[src/verilog/swp_params.svh]
// Timing and field constants for the SGRAM write and precharge block.
// Assumes a 50 MHz core clock; included by the package and the design.
`ifndef SWP_PARAMS_SVH
`define SWP_PARAMS_SVH
`define SWP_CLK_PERIOD_NS      20
`define SWP_ROW_ACTIVE_MIN_NS  40
`define SWP_ROW_ACTIVE_MIN_CYC \
	((`SWP_ROW_ACTIVE_MIN_NS + `SWP_CLK_PERIOD_NS - 1) / `SWP_CLK_PERIOD_NS)
`define SWP_BURST_ELEMENTS     8
`define SWP_NUM_BANKS          8
`define SWP_BANK_W             3
`define SWP_DATA_W             32
`define SWP_LANES              4
`define SWP_LANE_W             8
`define SWP_CNT_W              8
`define SWP_PRE_W              3
`define SWP_WL_W               4
`define SWP_AP_BIT             8
`define SWP_WL_DEFAULT         4'h3
`define SWP_PRE_DEFAULT        3'h1
`define SWP_ADDR_W             12
`define SWP_ADDR_WRITE         12'h000
`define SWP_ADDR_CFG           12'h004
`define SWP_ADDR_STATUS        12'h008
`define SWP_ADDR_DATA          12'h00c
`define SWP_CFG_WL_LSB         0
`define SWP_CFG_PRE_LSB        4
`define SWP_CFG_INV_BIT        8
`define SWP_CMD_CODE_LSB       0
`define SWP_CMD_W              3
`define SWP_CMD_BANK_LSB       3
`define SWP_CMD_ADDR_LSB       6
`endif

[src/verilog/swp_pkg.sv]
// Types shared by the SGRAM write and precharge block.
// Assumes swp_params.svh is on the include path.
`include "swp_params.svh"
package swp_pkg;
	typedef enum logic [2:0] {
		SWP_CMD_NOP   = 3'h0,
		SWP_CMD_ACT   = 3'h1,
		SWP_CMD_WRITE = 3'h2,
		SWP_CMD_PRE   = 3'h3
	} swp_cmd_type;
	typedef struct packed {
		swp_cmd_type               cmd;
		logic [`SWP_BANK_W-1:0]    bank;
		logic [`SWP_ADDR_W-1:0]    addr;
	} swp_cmd_bus_type;
	typedef enum logic [3:0] {
		SWP_ST_IDLE  = 4'b0001,
		SWP_ST_WAIT  = 4'b0010,
		SWP_ST_DATA  = 4'b0100,
		SWP_ST_CLOSE = 4'b1000
	} swp_state_type;
endpackage : swp_pkg

[src/verilog/swp_core.sv]
// Device-side write path and precharge logic of a DDR graphics SGRAM.
// Assumes command inputs are synchronous to clk_in; the write strobe, data
// and inversion flags are external pins and are synchronised here.
//
// Design decisions made here: the register addresses and the AHB-Lite interface to the registers.
`timescale 1ns/1ps
`include "swp_params.svh"
// Rules from the datasheet
// (RL1) Write command carries column, bank, auto-precharge bit
// (RL2) Auto precharge closes row after row-active minimum
// (RL3) First datum after latency plus preamble, then both edges
// (RL4) Controller drives programmed preamble cycles on strobe
// (RL5) Controller drives strobe high one postamble cycle
// (RL6) First strobe edge within quarter clock of nominal
// (RL7) After burst, data inputs idle, extra data ignored
// (RL8) Writes spaced at least four cycles apart
// (RL9) Precharge waits write recovery after burst; auto precharge here waits only for the row-active timer
// (RL10) No same-bank command before precharge period ends
// (RL11) Enabled inversion stores flagged lanes inverted
// (RL12) Write-to-read delay counts from edge after data
// (RL13) Eight clocks from last write data to read
// (RL14) Precharge closes all banks or selected bank
// (RL15) Precharged bank idles until activated again
// (RL16) Over one clock from termination to write data
// (RL17) Read strobe driven high half clock early; this block leaves it undriven
// (RL18) Inversion flags carried per byte, one means inverted
// (RL19) Controller tracks banks and rounds delays up
module swp_core import swp_pkg::*; #(
	parameter int ROW_ACTIVE_MIN_CYC = `SWP_ROW_ACTIVE_MIN_CYC
) (
	input  wire logic                    clk_in,
	input  wire logic                    rst_n_in,
	input  wire logic [31:0]             haddr_in,
	input  wire logic [1:0]              htrans_in,
	input  wire logic                    hwrite_in,
	input  wire logic [2:0]              hsize_in,
	input  wire logic                    hsel_in,
	input  wire logic                    hready_in,
	input  wire logic [31:0]             hwdata_in,
	input  wire logic                    write_data_strobe_in,
	input  wire logic [`SWP_DATA_W-1:0]  dq_in,
	input  wire logic [`SWP_LANES-1:0]   read_data_strobe_in,
	output logic [31:0]                  hrdata_out,
	output logic                         hreadyout_out,
	output logic                         hresp_out,
	output logic [`SWP_NUM_BANKS-1:0]    bank_open_out,
	output logic                         mem_we_out,
	output logic [`SWP_DATA_W-1:0]       mem_wdata_out,
	output logic                         read_data_strobe_oe_out
);
	logic [1:0]                 strobe_sync;
	logic [`SWP_DATA_W-1:0]     dq_meta, dq_sync;
	logic [`SWP_LANES-1:0]      flag_meta, flag_sync;
	logic                       strobe_prev;
	logic                       ap_pend, busy_err;
	logic [`SWP_BANK_W-1:0]     wr_bank;
	logic [`SWP_WL_W-1:0]       cfg_wl;
	logic [`SWP_PRE_W-1:0]      cfg_pre;
	logic                       cfg_inv;
	logic [`SWP_CNT_W-1:0]      wait_cnt, elem_cnt;
	logic [`SWP_CNT_W-1:0]      ras_cnt [`SWP_NUM_BANKS];
	swp_state_type              state;
	logic                       ph_valid, ph_write;
	logic [`SWP_ADDR_W-1:0]     ph_addr;
	swp_cmd_bus_type            cmd;
	logic                       strobe_rise, strobe_fall, strobe_edge;

	function automatic logic [`SWP_DATA_W-1:0] swp_invert(
		input logic [`SWP_DATA_W-1:0] d, input logic [`SWP_LANES-1:0] f);
		logic [`SWP_DATA_W-1:0] r;
		r = d;
		for (int i = 0; i < `SWP_LANES; i++) begin
			if (f[i])
				r[i*`SWP_LANE_W +: `SWP_LANE_W] = ~d[i*`SWP_LANE_W +: `SWP_LANE_W]; // RL18
		end
		return r;
	endfunction : swp_invert

	// Pins pass two flops; the second stage alone feeds logic
	always_ff @(posedge clk_in or negedge rst_n_in) begin
		if (!rst_n_in) begin
			// Idle high like the pin, so release shows no false edge
			strobe_sync <= 2'h3;
			dq_meta     <= '0;
			dq_sync     <= '0;
			flag_meta   <= '0;
			flag_sync   <= '0;
			strobe_prev <= 1'b1;
		end else begin
			strobe_sync <= {strobe_sync[0], write_data_strobe_in};
			dq_meta     <= dq_in;
			dq_sync     <= dq_meta;
			flag_meta   <= read_data_strobe_in;
			flag_sync   <= flag_meta;
			strobe_prev <= strobe_sync[1];
		end
	end

	assign strobe_rise = strobe_sync[1] & ~strobe_prev;
	assign strobe_fall = ~strobe_sync[1] & strobe_prev;
	assign strobe_edge = strobe_rise | strobe_fall;

	// AHB-Lite address phase capture; zero wait states
	always_ff @(posedge clk_in or negedge rst_n_in) begin
		if (!rst_n_in) begin
			ph_valid <= 1'b0;
			ph_write <= 1'b0;
			ph_addr  <= '0;
		end else if (hready_in) begin
			ph_valid <= hsel_in & htrans_in[1];
			ph_write <= hwrite_in;
			ph_addr  <= haddr_in[`SWP_ADDR_W-1:0];
		end
	end

	// Command word: [2:0] command, [5:3] bank, [17:6] address lines
	always_comb begin
		cmd.cmd  = SWP_CMD_NOP;
		cmd.bank = hwdata_in[`SWP_CMD_BANK_LSB +: `SWP_BANK_W];
		cmd.addr = hwdata_in[`SWP_CMD_ADDR_LSB +: `SWP_ADDR_W];
		if (ph_valid && ph_write && ph_addr == `SWP_ADDR_WRITE)
			cmd.cmd = swp_cmd_type'(hwdata_in[`SWP_CMD_CODE_LSB +: `SWP_CMD_W]);
	end

	always_ff @(posedge clk_in or negedge rst_n_in) begin
		if (!rst_n_in) begin
			cfg_wl  <= `SWP_WL_DEFAULT;
			cfg_pre <= `SWP_PRE_DEFAULT;
			cfg_inv <= 1'b0;
		end else if (ph_valid && ph_write && ph_addr == `SWP_ADDR_CFG) begin
			cfg_wl  <= hwdata_in[`SWP_CFG_WL_LSB +: `SWP_WL_W];
			cfg_pre <= hwdata_in[`SWP_CFG_PRE_LSB +: `SWP_PRE_W];
			cfg_inv <= hwdata_in[`SWP_CFG_INV_BIT];
		end
	end

	always_ff @(posedge clk_in or negedge rst_n_in) begin
		if (!rst_n_in) begin
			hrdata_out    <= '0;
			hreadyout_out <= 1'b1;
			hresp_out     <= 1'b0;
		end else begin
			hreadyout_out <= 1'b1;
			hresp_out     <= 1'b0;
			hrdata_out    <= '0;
			if (hready_in && hsel_in && htrans_in[1] && !hwrite_in) begin
				case (haddr_in[`SWP_ADDR_W-1:0])
				`SWP_ADDR_CFG:    hrdata_out <= {23'h0, cfg_inv, 1'b0, cfg_pre, cfg_wl};
				`SWP_ADDR_STATUS: hrdata_out <= {19'h0, busy_err, state, bank_open_out};
				`SWP_ADDR_DATA:   hrdata_out <= mem_wdata_out;
				default:          hrdata_out <= '0;
				endcase
			end
		end
	end

	// Write burst sequencer
	always_ff @(posedge clk_in or negedge rst_n_in) begin
		if (!rst_n_in) begin
			state         <= SWP_ST_IDLE;
			wait_cnt      <= '0;
			elem_cnt      <= '0;
			wr_bank       <= '0;
			ap_pend       <= 1'b0;
			busy_err      <= 1'b0;
			mem_we_out    <= 1'b0;
			mem_wdata_out <= '0;
		end else begin
			mem_we_out <= 1'b0;
			if (cmd.cmd == SWP_CMD_WRITE && state != SWP_ST_IDLE)
				busy_err <= 1'b1;
			case (state)
			SWP_ST_IDLE: begin
				if (cmd.cmd == SWP_CMD_WRITE && bank_open_out[cmd.bank]) begin // RL15
					wr_bank  <= cmd.bank; // RL1
					ap_pend  <= cmd.addr[`SWP_AP_BIT]; // RL1
					wait_cnt <= `SWP_CNT_W'(cfg_wl) + `SWP_CNT_W'(cfg_pre); // RL3
					elem_cnt <= '0;
					state    <= SWP_ST_WAIT;
				end
			end
			SWP_ST_WAIT: begin
				if (wait_cnt != '0)
					wait_cnt <= wait_cnt - 1'b1;
				else if (strobe_rise)
					state <= SWP_ST_DATA; // RL3
				if (wait_cnt == '0 && strobe_rise) begin
					mem_we_out    <= 1'b1;
					mem_wdata_out <= cfg_inv ? swp_invert(dq_sync, flag_sync) : dq_sync; // RL11
					elem_cnt      <= `SWP_CNT_W'(1);
				end
			end
			SWP_ST_DATA: begin
				if (strobe_edge) begin // RL3
					mem_we_out    <= 1'b1;
					mem_wdata_out <= cfg_inv ? swp_invert(dq_sync, flag_sync) : dq_sync; // RL11
					elem_cnt      <= elem_cnt + 1'b1;
					if (elem_cnt == `SWP_CNT_W'(`SWP_BURST_ELEMENTS - 1))
						state <= ap_pend ? SWP_ST_CLOSE : SWP_ST_IDLE; // RL7
				end
			end
			SWP_ST_CLOSE: begin
				if (ras_cnt[wr_bank] == '0)
					state <= SWP_ST_IDLE; // RL2
			end
			default: state <= SWP_ST_IDLE;
			endcase
		end
	end

	// Bank open state and row-active timers
	always_ff @(posedge clk_in or negedge rst_n_in) begin
		if (!rst_n_in) begin
			bank_open_out <= '0;
			for (int b = 0; b < `SWP_NUM_BANKS; b++)
				ras_cnt[b] <= '0;
		end else begin
			for (int b = 0; b < `SWP_NUM_BANKS; b++) begin
				if (ras_cnt[b] != '0)
					ras_cnt[b] <= ras_cnt[b] - 1'b1;
			end
			if (cmd.cmd == SWP_CMD_ACT) begin
				bank_open_out[cmd.bank] <= 1'b1;
				ras_cnt[cmd.bank]       <= `SWP_CNT_W'(ROW_ACTIVE_MIN_CYC);
			end else if (cmd.cmd == SWP_CMD_PRE) begin
				if (cmd.addr[`SWP_AP_BIT])
					bank_open_out <= '0; // RL14
				else
					bank_open_out[cmd.bank] <= 1'b0; // RL14
			end
			if (state == SWP_ST_CLOSE && ras_cnt[wr_bank] == '0)
				bank_open_out[wr_bank] <= 1'b0; // RL2
		end
	end

	// Reads are outside this block; the read strobe stays undriven
	always_ff @(posedge clk_in or negedge rst_n_in) begin
		if (!rst_n_in)
			read_data_strobe_oe_out <= 1'b0;
		else
			read_data_strobe_oe_out <= 1'b0; // RL17
	end
endmodule : swp_core

[config.mk]
export PLATFORM = sky130hd
export DESIGN_NAME = swp_core
export DESIGN_NICKNAME = d
export VERILOG_FILES = /design/src/verilog/swp_pkg.sv /design/src/verilog/swp_core.sv
export VERILOG_INCLUDE_DIRS = /design/src /design/src/verilog
export SDC_FILE = /design/constraint.sdc
export NUM_CORES = 1
export LEC_CHECK = 0
export BUFFER_PORTS_ARGS = -buffer_cell sky130_fd_sc_hd__buf_2
export CORE_MARGIN = 4
export CORE_UTILIZATION = 56
export DETAILED_ROUTE_END_ITERATION = 12
export PLACE_DENSITY_LB_ADDON = 0.25
export SETUP_SLACK_MARGIN = 0.3
export SKIP_LAST_GASP = 1
export SLEW_MARGIN = 20
export SYNTH_ARGS = -nofsm -noshare
export SYNTH_HDL_FRONTEND = slang
export SYNTH_SLANG_ARGS = --single-unit
[constraint.sdc]
create_clock -name clk_in -period 3.1 [get_ports clk_in]
set_input_delay 0.155 -clock clk_in [delete_from_list [all_inputs] [get_ports clk_in]]
set_output_delay 0.155 -clock clk_in [all_outputs]
set_load 0.005 [all_outputs]
; Word-level counts from Yosys, hierarchy flattened
; Index checks and enable logic that the tools add are counted.
[totals]
regBits = 259
output_inout_bits = 76
input_bits = 111
wordCells = 176
[classes]
n_addsub = 11
n_bitwise = 20
magnitude_cmp = 7
reduce_logical = 34
eq_ne = 21
n_mux = 53
[ops]
columns = op, count
row1 = $mux W8, 24
row2 = $mux W32, 4
row3 = $pmux W32 S3, 1
row4 = $reduce_bool A8 Y1, 9
row5 = $sub A8 B1 Y8 const B, 9
row6 = $mux W64, 1
row7 = $pmux W32 S2, 1
row8 = $and A56 B56 Y56, 1
row9 = $not A56 Y56, 1
row10 = $not A8 Y8, 6
row11 = $mux W4, 7
row12 = $bmux W8 S3, 1
row13 = $demux W8 S3, 1
row14 = $eq A12 B3 Y1 const B, 2
row15 = $eq A12 B4 Y1 const B, 2
row16 = $pmux W8 S3, 1
row17 = $and A8 B8 Y8, 2
row18 = $logic_not A8 Y1, 2
row19 = $or A8 B8 Y8, 2
row20 = $pmux W4 S4, 1
row21 = $pmux W8 S2, 1
row22 = $ne A2 B2 Y1 const B, 7
row23 = $logic_and A1 B1 Y1, 13
row24 = $logic_not A12 Y1, 1
row25 = other kinds (31), 46

; Longest topological paths before layout
; Gate-level depths: netlist of the first run.
[depth]
depth_word = 11
depth_mapped = 9
mapped_depth_nobuf = 7

; Least setup slack after synthesis of the first run
; No wires, ideal clock.
[synth_path]
kind = flip-flop to flip-flop
start = reg ras_cnt[56] (netlist name)
end = reg bank_open_out[1]
path_slack_ps = 891
period_less_slack_ps = 2209
setup_ps = 169
stages_incl_launch_ff = 7
t_required_ps = 2931
path_buffers = 1
arrival_time_ps = 2039
cell_sequence = dfrtp_1 -> or4_4 -> or4b_4 -> a32oi_1 -> and4_1 -> buf_6 -> a41oi_1
[synth_between]
elab_chain_len = 6
[synth_lines]
columns = element, line_no
row1 = "start, declared", swp_core.sv:61  ; logic [`SWP_CNT_W-1:0] ras_cnt [`SWP_NUM_BANKS];
row2 = "start signal, assigned by index", swp_core.sv:220  ; ras_cnt[b] <= ras_cnt[b] - 1'b1;
row3 = "start signal, assigned by index", swp_core.sv:224  ; ras_cnt[cmd.bank] <= `SWP_CNT_W'(ROW_ACTIVE_MIN_CYC);
row4 = $bmux W8 S3, swp_core.sv:231  ; if (state == SWP_ST_CLOSE && ras_cnt[wr_bank] == '0)
row5 = $mux W8 (implied by the code) (2 in series), swp_core.sv:231
row6 = $logic_not A8 Y1, swp_core.sv:231
row7 = $logic_and A1 B1 Y1, swp_core.sv:231
row8 = $mux W8, swp_core.sv:231
row9 = "end signal, assigned", swp_core.sv:227  ; bank_open_out <= '0;
row10 = "end signal, assigned by index", swp_core.sv:229  ; bank_open_out[cmd.bank] <= 1'b0;
row11 = "end signal, assigned by index", swp_core.sv:232  ; bank_open_out[wr_bank] <= 1'b0;
row12 = "end, declared", swp_core.sv:46  ; output logic [`SWP_NUM_BANKS-1:0] bank_open_out,
; No other way between the ends. The select of a mux whose other input is x is not followed.
; A chain may end at the register's enable or synchronous reset.

; Final worst setup path of the first run
[layout_path]
start = reg ph_addr[9]
end = reg ras_cnt[29] (netlist name)
[layout_between]
elab_chain_len = 5
[layout_lines]
columns = element, line_no
row1 = "start, declared", swp_core.sv:64  ; logic [`SWP_ADDR_W-1:0] ph_addr;
row2 = "start signal, assigned", swp_core.sv:112  ; ph_addr <= haddr_in[`SWP_ADDR_W-1:0];
row3 = $logic_not A12 Y1 (no line), n/a
row4 = $logic_and A1 B1 Y1 (no line), n/a
row5 = $mux W3, swp_core.sv:121  ; if (ph_valid && ph_write && ph_addr == `SWP_ADDR_WRITE)
row6 = $eq A3 B1 Y1, swp_core.sv:222  ; if (cmd.cmd == SWP_CMD_ACT) begin
row7 = $mux W64, swp_core.sv:222
; No other way between the ends.

==> results of run 1 <==
==> cells in the final DEF, fill, tap and decap left out, types with 5 or more instances in the layout <==
cell type | netlist | final
nand2_1 | 50 | 50
a22oi_1 | 5 | 5
xor2_1 | 50 | 50
nor4b_1 | 5 | 5
bufinv_16 | 0 | 5
clkinv_2 | 0 | 7
ha_1 | 22 | 22
nor2b_1 | 7 | 7
dfstp_2 | 7 | 7
nor3b_1 | 7 | 6
a21o_1 | 8 | 8
o41ai_1 | 8 | 8
a31oi_1 | 8 | 8
nor2_1 | 119 | 119
buf_2 | 10 | 135
a21oi_1 | 65 | 65
buf_4 | 6 | 13
xnor2_1 | 29 | 29
dlygate4sd3_1 | 0 | 56
nor3_1 | 9 | 9
o211ai_1 | 10 | 10
inv_1 | 32 | 32
clkbuf_16 | 0 | 27
dfrtp_1 | 252 | 252
o31ai_1 | 9 | 9
nand4_1 | 7 | 7
o21ai_0 | 27 | 25
a222oi_1 | 8 | 8
mux2_2 | 24 | 24
a41oi_1 | 11 | 11
a2bb2oi_1 | 6 | 6
nand3_1 | 18 | 18
nor4_1 | 19 | 19
and3_1 | 27 | 27
==> kinds of logic (layout without fill, tap and decap cells) <==
group	count (synthesis)	in the layout	synth area share, %
xor gates and xnor gates	79	79	6.311
and+or+nand+nor	301	301	14.18
AOI/OAI and AO/OA	187	187	11.42
buffers and inverters	73	289	2.887
muxes	30	30	3.241
DFF	259	259	59.19
other	2	4	0.06850
adders and majority gates	23	23	2.693
==> power by group through the flow <==
stage	Sequential [mW]	Combinational [mW]	Clock (mW)
2_1_floorplan	4.08	0.880	0
3_3_place_gp	4.15	1.11	0
3_5_place_dp	4.16	1.15	0
4_1_cts	4.11	1.22	3.49
5_1_grt	4.17	1.40	3.65
6_report	4.12	1.22	3.43
==> per-stage QoR <==
| stage | setup WS [ns] | util [%] | cells | hold WS (ns) |
|---|---|---|---|---|
| after CTS | 0.3571 | 71.07 | 1431 | 0.02705 |
| final | 0.5023 | 71.08 | 1432 | 0.05078 |
| after detailed placement | 0.4035 | 63.05 | 1326 | 0.2643 |
| after global routing | 0.3650 | 71.08 | 1432 | 0.04834 |
| after floorplan | 0.8913 | - | 955 | -0.1406 |
| after global placement | 0.5262 | 63.05 | 1326 | 0.2626 |
==> layer usage <==
metal	vias up	global-route usage, %	part of all wire [%]
met3	65	3.372	5.2
met2	273	40.22	50
met4	0	8.037	3.3
li1	3784	-	-
met1	3967	32.57	42
met5	-	0	0
==> critical path: cells and delay by family, from the launching register on <==
family	cells	cell delay, ns
and+or+nand+nor	4	1.56
DFF	1	0.38
AOI/OAI and AO/OA	1	0.52
==> layout make-up <==
type | count | area, um^2 | share of cell area [%]
clock buffer | 32 | 734.5 | 5.451
multi-input combinational | 623 | 4168 | 30.93
antenna | 1 | 2.502 | 0.01857
clock inverter | 17 | 225.2 | 1.671
sequential | 259 | 6490 | 48.17
tap | 260 | 325.3 | 2.414
inverter | 32 | 120.1 | 0.8914
timing repair buffer | 208 | 1409 | 10.46
==> final timing paths <==
kind	slack, ns	to
worst max-delay path	0.50	ras_cnt[29]
worst min-delay path	0.05	wr_bank[1]
worst max register to register	0.50	ras_cnt[29]
worst min register to register	0.34	dq_sync[31]
max in group asynchronous	1.79	hrdata_out[18]
min in group asynchronous	0.29	hrdata_out[25]
==> repair_timing <==
| action | 4_1_cts | 5_1_grt |
|---|---|---|
| endpoints found under the setup margin | 0 | 10 |
| hold buffers | 56 | 0 |
| endpoints found under the hold margin | 160 | 0 |
| resized for setup | 0 | 2 |
==> flip-flops by register name (all words and copies together), names as in the netlist, 8 cells and up <==
name           flops
dq_sync           32
elem_cnt           8
mem_wdata_out     32
hrdata_out        32
ras_cnt           64
ph_addr           12
wait_cnt           8
bank_open_out      8
dq_meta           32
==> Yosys cell counts (19+ instances only) <==
cell type / instances / share of area (%)
nor4_1: 19 / 1.1
ha_1: 22 / 2.5
nand2_1: 50 / 1.7
inv_1: 32 / 1.1
o21ai_0: 27 / 1.2
mux2_2: 24 / 2.5
xor2_1: 50 / 4.0
dfrtp_1: 252 / 58
and3_1: 27 / 1.5
clkbuf_1: 24 / 0.82
xnor2_1: 29 / 2.3
nor2_1: 119 / 4.1
a21oi_1: 65 / 3.0
==> metrics.md, run 1 <==
| Metric | Value |
|---|---|
| CTS root buf | `clkbuf_16` |
| Total negative slack | `0 ns` |
| FF+latch count, synth | `259` |
| Total of max-cap violations | `0` |
| Final Cycle Share | `83.80%` |
| Logic pwr share | `13.9%` |
| Wire length per cell | `18.15 um` |
| Critical Path RT | `3.48 ns` |
| Pwr Total | `8.771 mW` |
| Pwr/cell area | `650.9 nW/um^2` |
| Layout cells sized above 1 | `21.61%` |
| Die Ht | `147.9 um` |
| Via count of the first global-routing pass | `8235` |
| Leakage Power | `6.213 nW` |
| Fin. max-slew vios | `0` |
| Die Wd | `147.9 um` |
| Drt total wl | `25990 um` |
| Status | `finished clean` |
| Vias per inst | `5.649` |
| First drt pass iteration count | `7` |
| Drt initial violations | `611` |
| Post-synth EDFFs | `0` |
| Sequential share of the synthesized area | `59.19%` |
| Layout Skew | `0.007373 ns` |
| Gate Count Post-Synth | `954` |
| DRC Markers | `0` |
| Register-to-Register Path Depth | `5` |
| GPL Wtd Cong | `0.8652` |
| Clock power share | `39.1%` |
| Slew HR | `44.05%` |
| Post-CTS setup buffers | `0` |
| Final instance area | `13470 um^2` |
| Slew @ Worst Pin | `0.8392 ns` |
| H-tree lvl count | `1` |
| Internal power | `6.448 mW` |
| Die area | `21880 um^2` |
| Fmax | `385.0 MHz` |
| IO Count | `187` |
| RSZ-0062 raised after global routing | `false` |
| Core area | `18960 um^2` |
| Sequential Power Share | `47.0%` |
| Worst r2r src | `ph_addr[9]` |
| Post-Syn Area | `10960 um^2` |
| Peak supply drop | `0.0005724 V` |
| Hold path start | `hwdata_in[4]` |
| Gr ovfl total | `0` |
| Port bufs | `136` |
| Crit Path Class | `reg -> reg` |
| Critical Path Source | `ph_addr[9]` |
| Fillers | `1346` |
| Area growth syn-to-layout | `22.89%` |
| Most used DFF post-synth | `dfrtp_1` |
| Psw | `2.323 mW` |
| Worst path max stage delay | `0.57 ns` |
| Slowest-stage cell, CP | `nor4_1` |
| Post-DP HPWL | `16530 um` |
| Final setup vio count | `0` |
| Initial antenna violation count | `1` |
| Gr usage total | `23.97%` |
| CTS tree | `built` |
| CTS Buf Count | `27` |
| Distinct cells, synth | `71` |
| Initial core utilization | `57.84%` |
| Clock slew at the register clock pins of the worst setup and hold paths | `0.06 ns` |
| Final ANT Viol Nets | `0` |
| Post-synth ARST share | `100.0%` |
| Hold Path Depth | `3` |
| Element type at the critical path start | `register` |
| CP endpoint kind | `register` |
| Endpoints failing hold | `0` |
| Pin count of the biggest net entering global routing | `112` |
| # rows | `50` |
| Max Fanout on Critical Path | `10` |
| Switching share of power | `26.49%` |
| Nets | `1285` |
| Clock Sinks | `259` |
| Worst-case clock buffer depth | `3` |
| Post-Syn Area per Cell | `11.49 um^2` |
| Clk_lat worst skew | `0.52 ns` |
| DP Area | `11950 um^2` |
| Critical Path, Cell by Cell | `nor4_1, and4bb_2, nand3b_1, o21ai_1, nor2_1` |
| Total number of vias | `8089` |
| Worst Hold Class | `in -> reg` |
| Min Tclk post-route | `2.598 ns` |
| First-pass GRT wire length | `42640 um` |
| CP Data Arrival Time | `2.98 ns` |
| Ys Warns | `0` |
No activity file was read; power rests on OpenSTA's default activity.
==> run 2, diff against run 1 <==
--- a/config.mk
+++ b/config.mk
@@ -6,6 +6,7 @@
 export SDC_FILE = /design/constraint.sdc
 export NUM_CORES = 1
 export LEC_CHECK = 0
+export ABC_AREA = 1
 export BUFFER_PORTS_ARGS = -buffer_cell sky130_fd_sc_hd__buf_2
 export CORE_MARGIN = 4
 export CORE_UTILIZATION = 56
==> constraint.sdc (replaced) <==
create_clock -name clk_in -period 2.55 [get_ports clk_in]
set_input_delay 0.1275 -clock clk_in [delete_from_list [all_inputs] [get_ports clk_in]]
set_output_delay 0.1275 -clock clk_in [all_outputs]
set_load 0.005 [all_outputs]
==> run 2 against run 1 <==
Effect of this change: first-iteration DRC count is 25% lower; critical path depth grew 4; synthesized cell count increased by 19%; clock power increased by 21%; sequential share of layout area down 0.89 points; power is 31% higher; combinational power grew 73%; global-route usage decreased by 1.1 points; sequential power rose by 26%; wire length down 2.8%; core utilization decreased by 0.78 points; final area up 1.9%.
==> metrics.md, run 2 <==
| Metric | Value |
|---|---|
| Status | `finished clean (unchanged)` |
| CTS Buf Count | `27 (unchanged)` |
| M2 GR Usage | `39.67% (was 40.22%)` |
| Via count of the first global-routing pass | `8370 (was 8235)` |
| Pwr Total | `11.45 mW (was 8.771 mW)` |
| Layout Skew | `0.01181 ns (was 0.007373 ns)` |
| CP Data Arrival Time | `2.55 ns (was 2.98 ns)` |
| Switching share of power | `28.41% (was 26.49%)` |
| Post-Syn Area | `11130 um^2 (was 10960 um^2)` |
| Psw | `3.253 mW (was 2.323 mW)` |
| Largest cells by area after synthesis | `dfrtp_1 57%, nand2_1 6.7%, nor2_1 6.1%, xor2_1 5.5%, inv_1 3.1% (was dfrtp_1 58%, nor2_1 4.1%, xor2_1 4.0%, a21oi_1 3.0%, ha_1 2.5%)` |
| Clock slew at the register clock pins of the worst setup and hold paths | `0.07 ns (was 0.06 ns)` |
| Most common cell after layout, fill and taps aside | `dfrtp_1 (unchanged)` |
| Register-to-Register Path Depth | `9 (was 5)` |
| Gr ovfl total | `0 (unchanged)` |
| Drt initial violations | `460 (was 611)` |
| Fillers | `1446 (was 1346)` |
| Peak supply drop | `0.0005739 V (was 0.0005724 V)` |
| GPL Wtd Cong | `0.8700 (was 0.8652)` |
| Sequential Power Share | `45.4% (was 47.0%)` |
| Post-synth EDFFs | `0 (unchanged)` |
| N_diodes | `0 (was 1)` |
| Critical Path RT | `3.00 ns (was 3.48 ns)` |
| Distinct cells, synth | `45 (was 71)` |
| Layout cells sized above 1 | `19.08% (was 21.61%)` |
| Total of max-cap violations | `0 (unchanged)` |
| Post-CTS setup buffers | `0 (unchanged)` |
| Logic pwr share | `18.4% (was 13.9%)` |
| Slew HR | `57.52% (was 44.05%)` |
| Pwr/cell area | `834.2 nW/um^2 (was 650.9 nW/um^2)` |
| Area growth syn-to-layout | `23.30% (was 22.89%)` |
| # rows | `51 (was 50)` |
| DRC Markers | `0 (unchanged)` |
| Initial core utilization | `57.02% (was 57.84%)` |
| Met1 GRT Util | `30.51% (was 32.57%)` |
| Post-synth ARST share | `100.0% (unchanged)` |
| CTS tree | `built (unchanged)` |
| Die Wd | `149 um (was 147.9 um)` |
| Worst setup path endpoint | `mem_wdata_out[2] (was ras_cnt[29])` |
| Post-Syn Area per Cell | `9.809 um^2 (was 11.49 um^2)` |
| Fin. max-slew vios | `0 (unchanged)` |
| Most used DFF post-synth | `dfrtp_1 (unchanged)` |
| Worst R2R End | `mem_wdata_out[2] (was ras_cnt[29])` |
| Final ANT Viol Nets | `0 (unchanged)` |
| Sequential share of the synthesized area | `58.29% (was 59.19%)` |
| Gate Count Post-Synth | `1135 (was 954)` |
| Post-DP HPWL | `16380 um (was 16530 um)` |
| R2R Setup Slk | `0.45 ns (was 0.50 ns)` |
| Routing usage on met3 | `3.008% (was 3.372%)` |
| Internal power | `8.198 mW (was 6.448 mW)` |
| Clock Sinks | `259 (unchanged)` |
| Endpoints failing hold | `0 (unchanged)` |
| Area leader, netlist | `dfrtp_1 (unchanged)` |
| Crit Path Class | `reg -> reg (unchanged)` |
| Total number of vias | `8441 (was 8089)` |
| H-tree lvl count | `1 (unchanged)` |
| Top cell types by occurrence after synthesis | `252 x dfrtp_1, 198 x nand2_1, 182 x nor2_1, 91 x inv_1, 70 x xor2_1 (was 252 x dfrtp_1, 119 x nor2_1, 65 x a21oi_1, 50 x nand2_1, 50 x xor2_1)` |
| IO Count | `187 (unchanged)` |
| Worst-case clock buffer depth | `3 (unchanged)` |
| Critical Path Source | `wait_cnt[0] (was ph_addr[9])` |
| Commonest cells after routing, fill and taps aside | `252 x dfrtp_1, 198 x nand2_1, 182 x nor2_1, 135 x buf_2, 91 x inv_1 (was 252 x dfrtp_1, 135 x buf_2, 119 x nor2_1, 65 x a21oi_1, 56 x dlygate4sd3_1)` |
| CP endpoint kind | `register (unchanged)` |
| Port bufs | `136 (unchanged)` |
| Element type at the critical path start | `register (unchanged)` |
| Clk_lat worst skew | `0.53 ns (was 0.52 ns)` |
| Clock power share | `36.1% (was 39.1%)` |
| RSZ-0062 raised after global routing | `false (unchanged)` |
| Share of the synthesized area in the top cell type | `56.64% (was 57.51%)` |
| FF+latch count, synth | `259 (unchanged)` |
| Worst r2r src | `wait_cnt[0] (was ph_addr[9])` |
| Vias per inst | `5.169 (was 5.649)` |
| Gr usage total | `22.89% (was 23.97%)` |
| Slew @ Worst Pin | `0.6373 ns (was 0.8392 ns)` |
| Ys Warns | `0 (unchanged)` |
| First-pass GRT wire length | `41450 um (was 42640 um)` |
| Total negative slack | `0 ns (unchanged)` |
| Final setup vio count | `0 (unchanged)` |
| CTS root buf | `clkbuf_16 (unchanged)` |
| Worst Hold Class | `in -> reg (unchanged)` |
| Most common cell in the synthesized netlist | `dfrtp_1 (unchanged)` |
| Max Fanout on Critical Path | `32 (was 10)` |
| Die Ht | `149 um (was 147.9 um)` |
| Die area | `22200 um^2 (was 21880 um^2)` |
| Layer carrying the most global-route usage | `met2 (unchanged)` |
| Leakage Power | `6.600 nW (was 6.213 nW)` |
| Initial antenna violation count | `0 (was 1)` |
| Min Tclk post-route | `2.102 ns (was 2.598 ns)` |
| Wire length per cell | `15.48 um (was 18.15 um)` |
| Nets | `1483 (was 1285)` |
| Largest register FFs | `64 (unchanged)` |
| Drt total wl | `25270 um (was 25990 um)` |
| Final Cycle Share | `82.43% (was 83.80%)` |
| Fmax | `475.8 MHz (was 385.0 MHz)` |
| Pin count of the biggest net entering global routing | `82 (was 112)` |
| First drt pass iteration count | `5 (was 7)` |
| Largest Register | `ras_cnt (unchanged)` |
| Core area | `19530 um^2 (was 18960 um^2)` |
==> run 2: cell types whose count changed after synthesis, sizes merged, moves of 22 or more <==
cell / change
nor2: +63
and3: -27
inv: +62
nand3: +22
nand2: +148
nor3: +23
==> run 2: final cells by class <==
type	instances	area (um^2)	share of cell area, %
clock buffers	31	710.7	5.177
clock inverters	17	227.7	1.659
inverters	96	360.3	2.625
multi-input cells	754	4135	30.12
flip-flops and latches	259	6490	47.28
well taps	265	331.6	2.415
repair buffers	211	1471	10.72
==> run 2: routing by layer <==
metal	share of wire [%]	up-vias
li1	-	4078
met1	42	4073
met2	50	232
met3	5.0	58
met4	3.4	0
met5	0	-
==> run 2: worst min path at each step <==
stage | from | end | slack [ns] | cells after the start
final | hwdata_in[4] | ras_cnt[48] | 0.02 | 3
after global routing | hwdata_in[4] | ras_cnt[24] | 0.04 | 3
after CTS | hwdata_in[4] | ras_cnt[48] | 0.006 | 3
after detailed placement | rst_n_in | hrdata_out[18] | 0.16 | 1
after global placement | rst_n_in | hrdata_out[18] | 0.16 | 1
after floorplan | rst_n_in | ap_pend | -0.17 | 0
==> run 2: per-stage QoR <==
stage / util [%] / cells / area (um^2) / setup slack (ns) / hold WS [ns]
finish: 70.30 / 1633 / 13730 / 0.4481 / 0.02151
global placement: 62.17 / 1524 / 12140 / 0.5516 / 0.1564
global route: 70.30 / 1633 / 13730 / 0.3272 / 0.04295
floorplan: - / 1136 / 11140 / 0.7662 / -0.1681
detailed placement: 62.17 / 1524 / 12140 / 0.4457 / 0.1558
CTS: 70.05 / 1632 / 13680 / 0.4205 / 0.005650
==> run 2: cells by family (layout without fill, tap and decap cells) <==
| group | after synthesis | in the layout | synth area share [%] |
|---|---|---|---|
| and+or+nand+nor | 494 | 494 | 18.82 |
| DFF | 259 | 259 | 58.29 |
| adders and majority gates | 23 | 23 | 2.652 |
| other | 2 | 3 | 0.06746 |
| muxes | 13 | 13 | 1.315 |
| buffers and inverters | 123 | 355 | 4.878 |
| AOI/OAI and AO/OA | 138 | 138 | 7.440 |
| xor gates and xnor gates | 83 | 83 | 6.530 |
==> run 2: critical path, cell delays in order, from the launching register on <==
cell and delay (ns):
dfrtp_1 0.38, inv_1 0.10, ha_1 0.20, nand3_1 0.19, nor3_4 0.24, nand3_2 0.18, o22ai_4 0.25, clkbuf_16 0.30
nor2_1 0.06, a21oi_1 0.11
==> run 2: power by group through the flow <==
| stage | Combinational, mW | Sequential, mW | Clock [mW] |
|---|---|---|---|
| 2_1_floorplan | 1.60 | 5.15 | 0 |
| 6_report | 2.11 | 5.20 | 4.14 |
| 4_1_cts | 2.13 | 5.20 | 4.17 |
| 3_5_place_dp | 2.03 | 5.26 | 0 |
| 3_3_place_gp | 1.95 | 5.23 | 0 |
| 5_1_grt | 2.46 | 5.28 | 4.36 |
==> run 2: repair_timing <==
action | CTS | global route
endpoints found under the hold margin | 135 | 0
gates resized for setup | 0 | 3
setup endpoints to repair | 0 | 9
hold buffers | 60 | 0
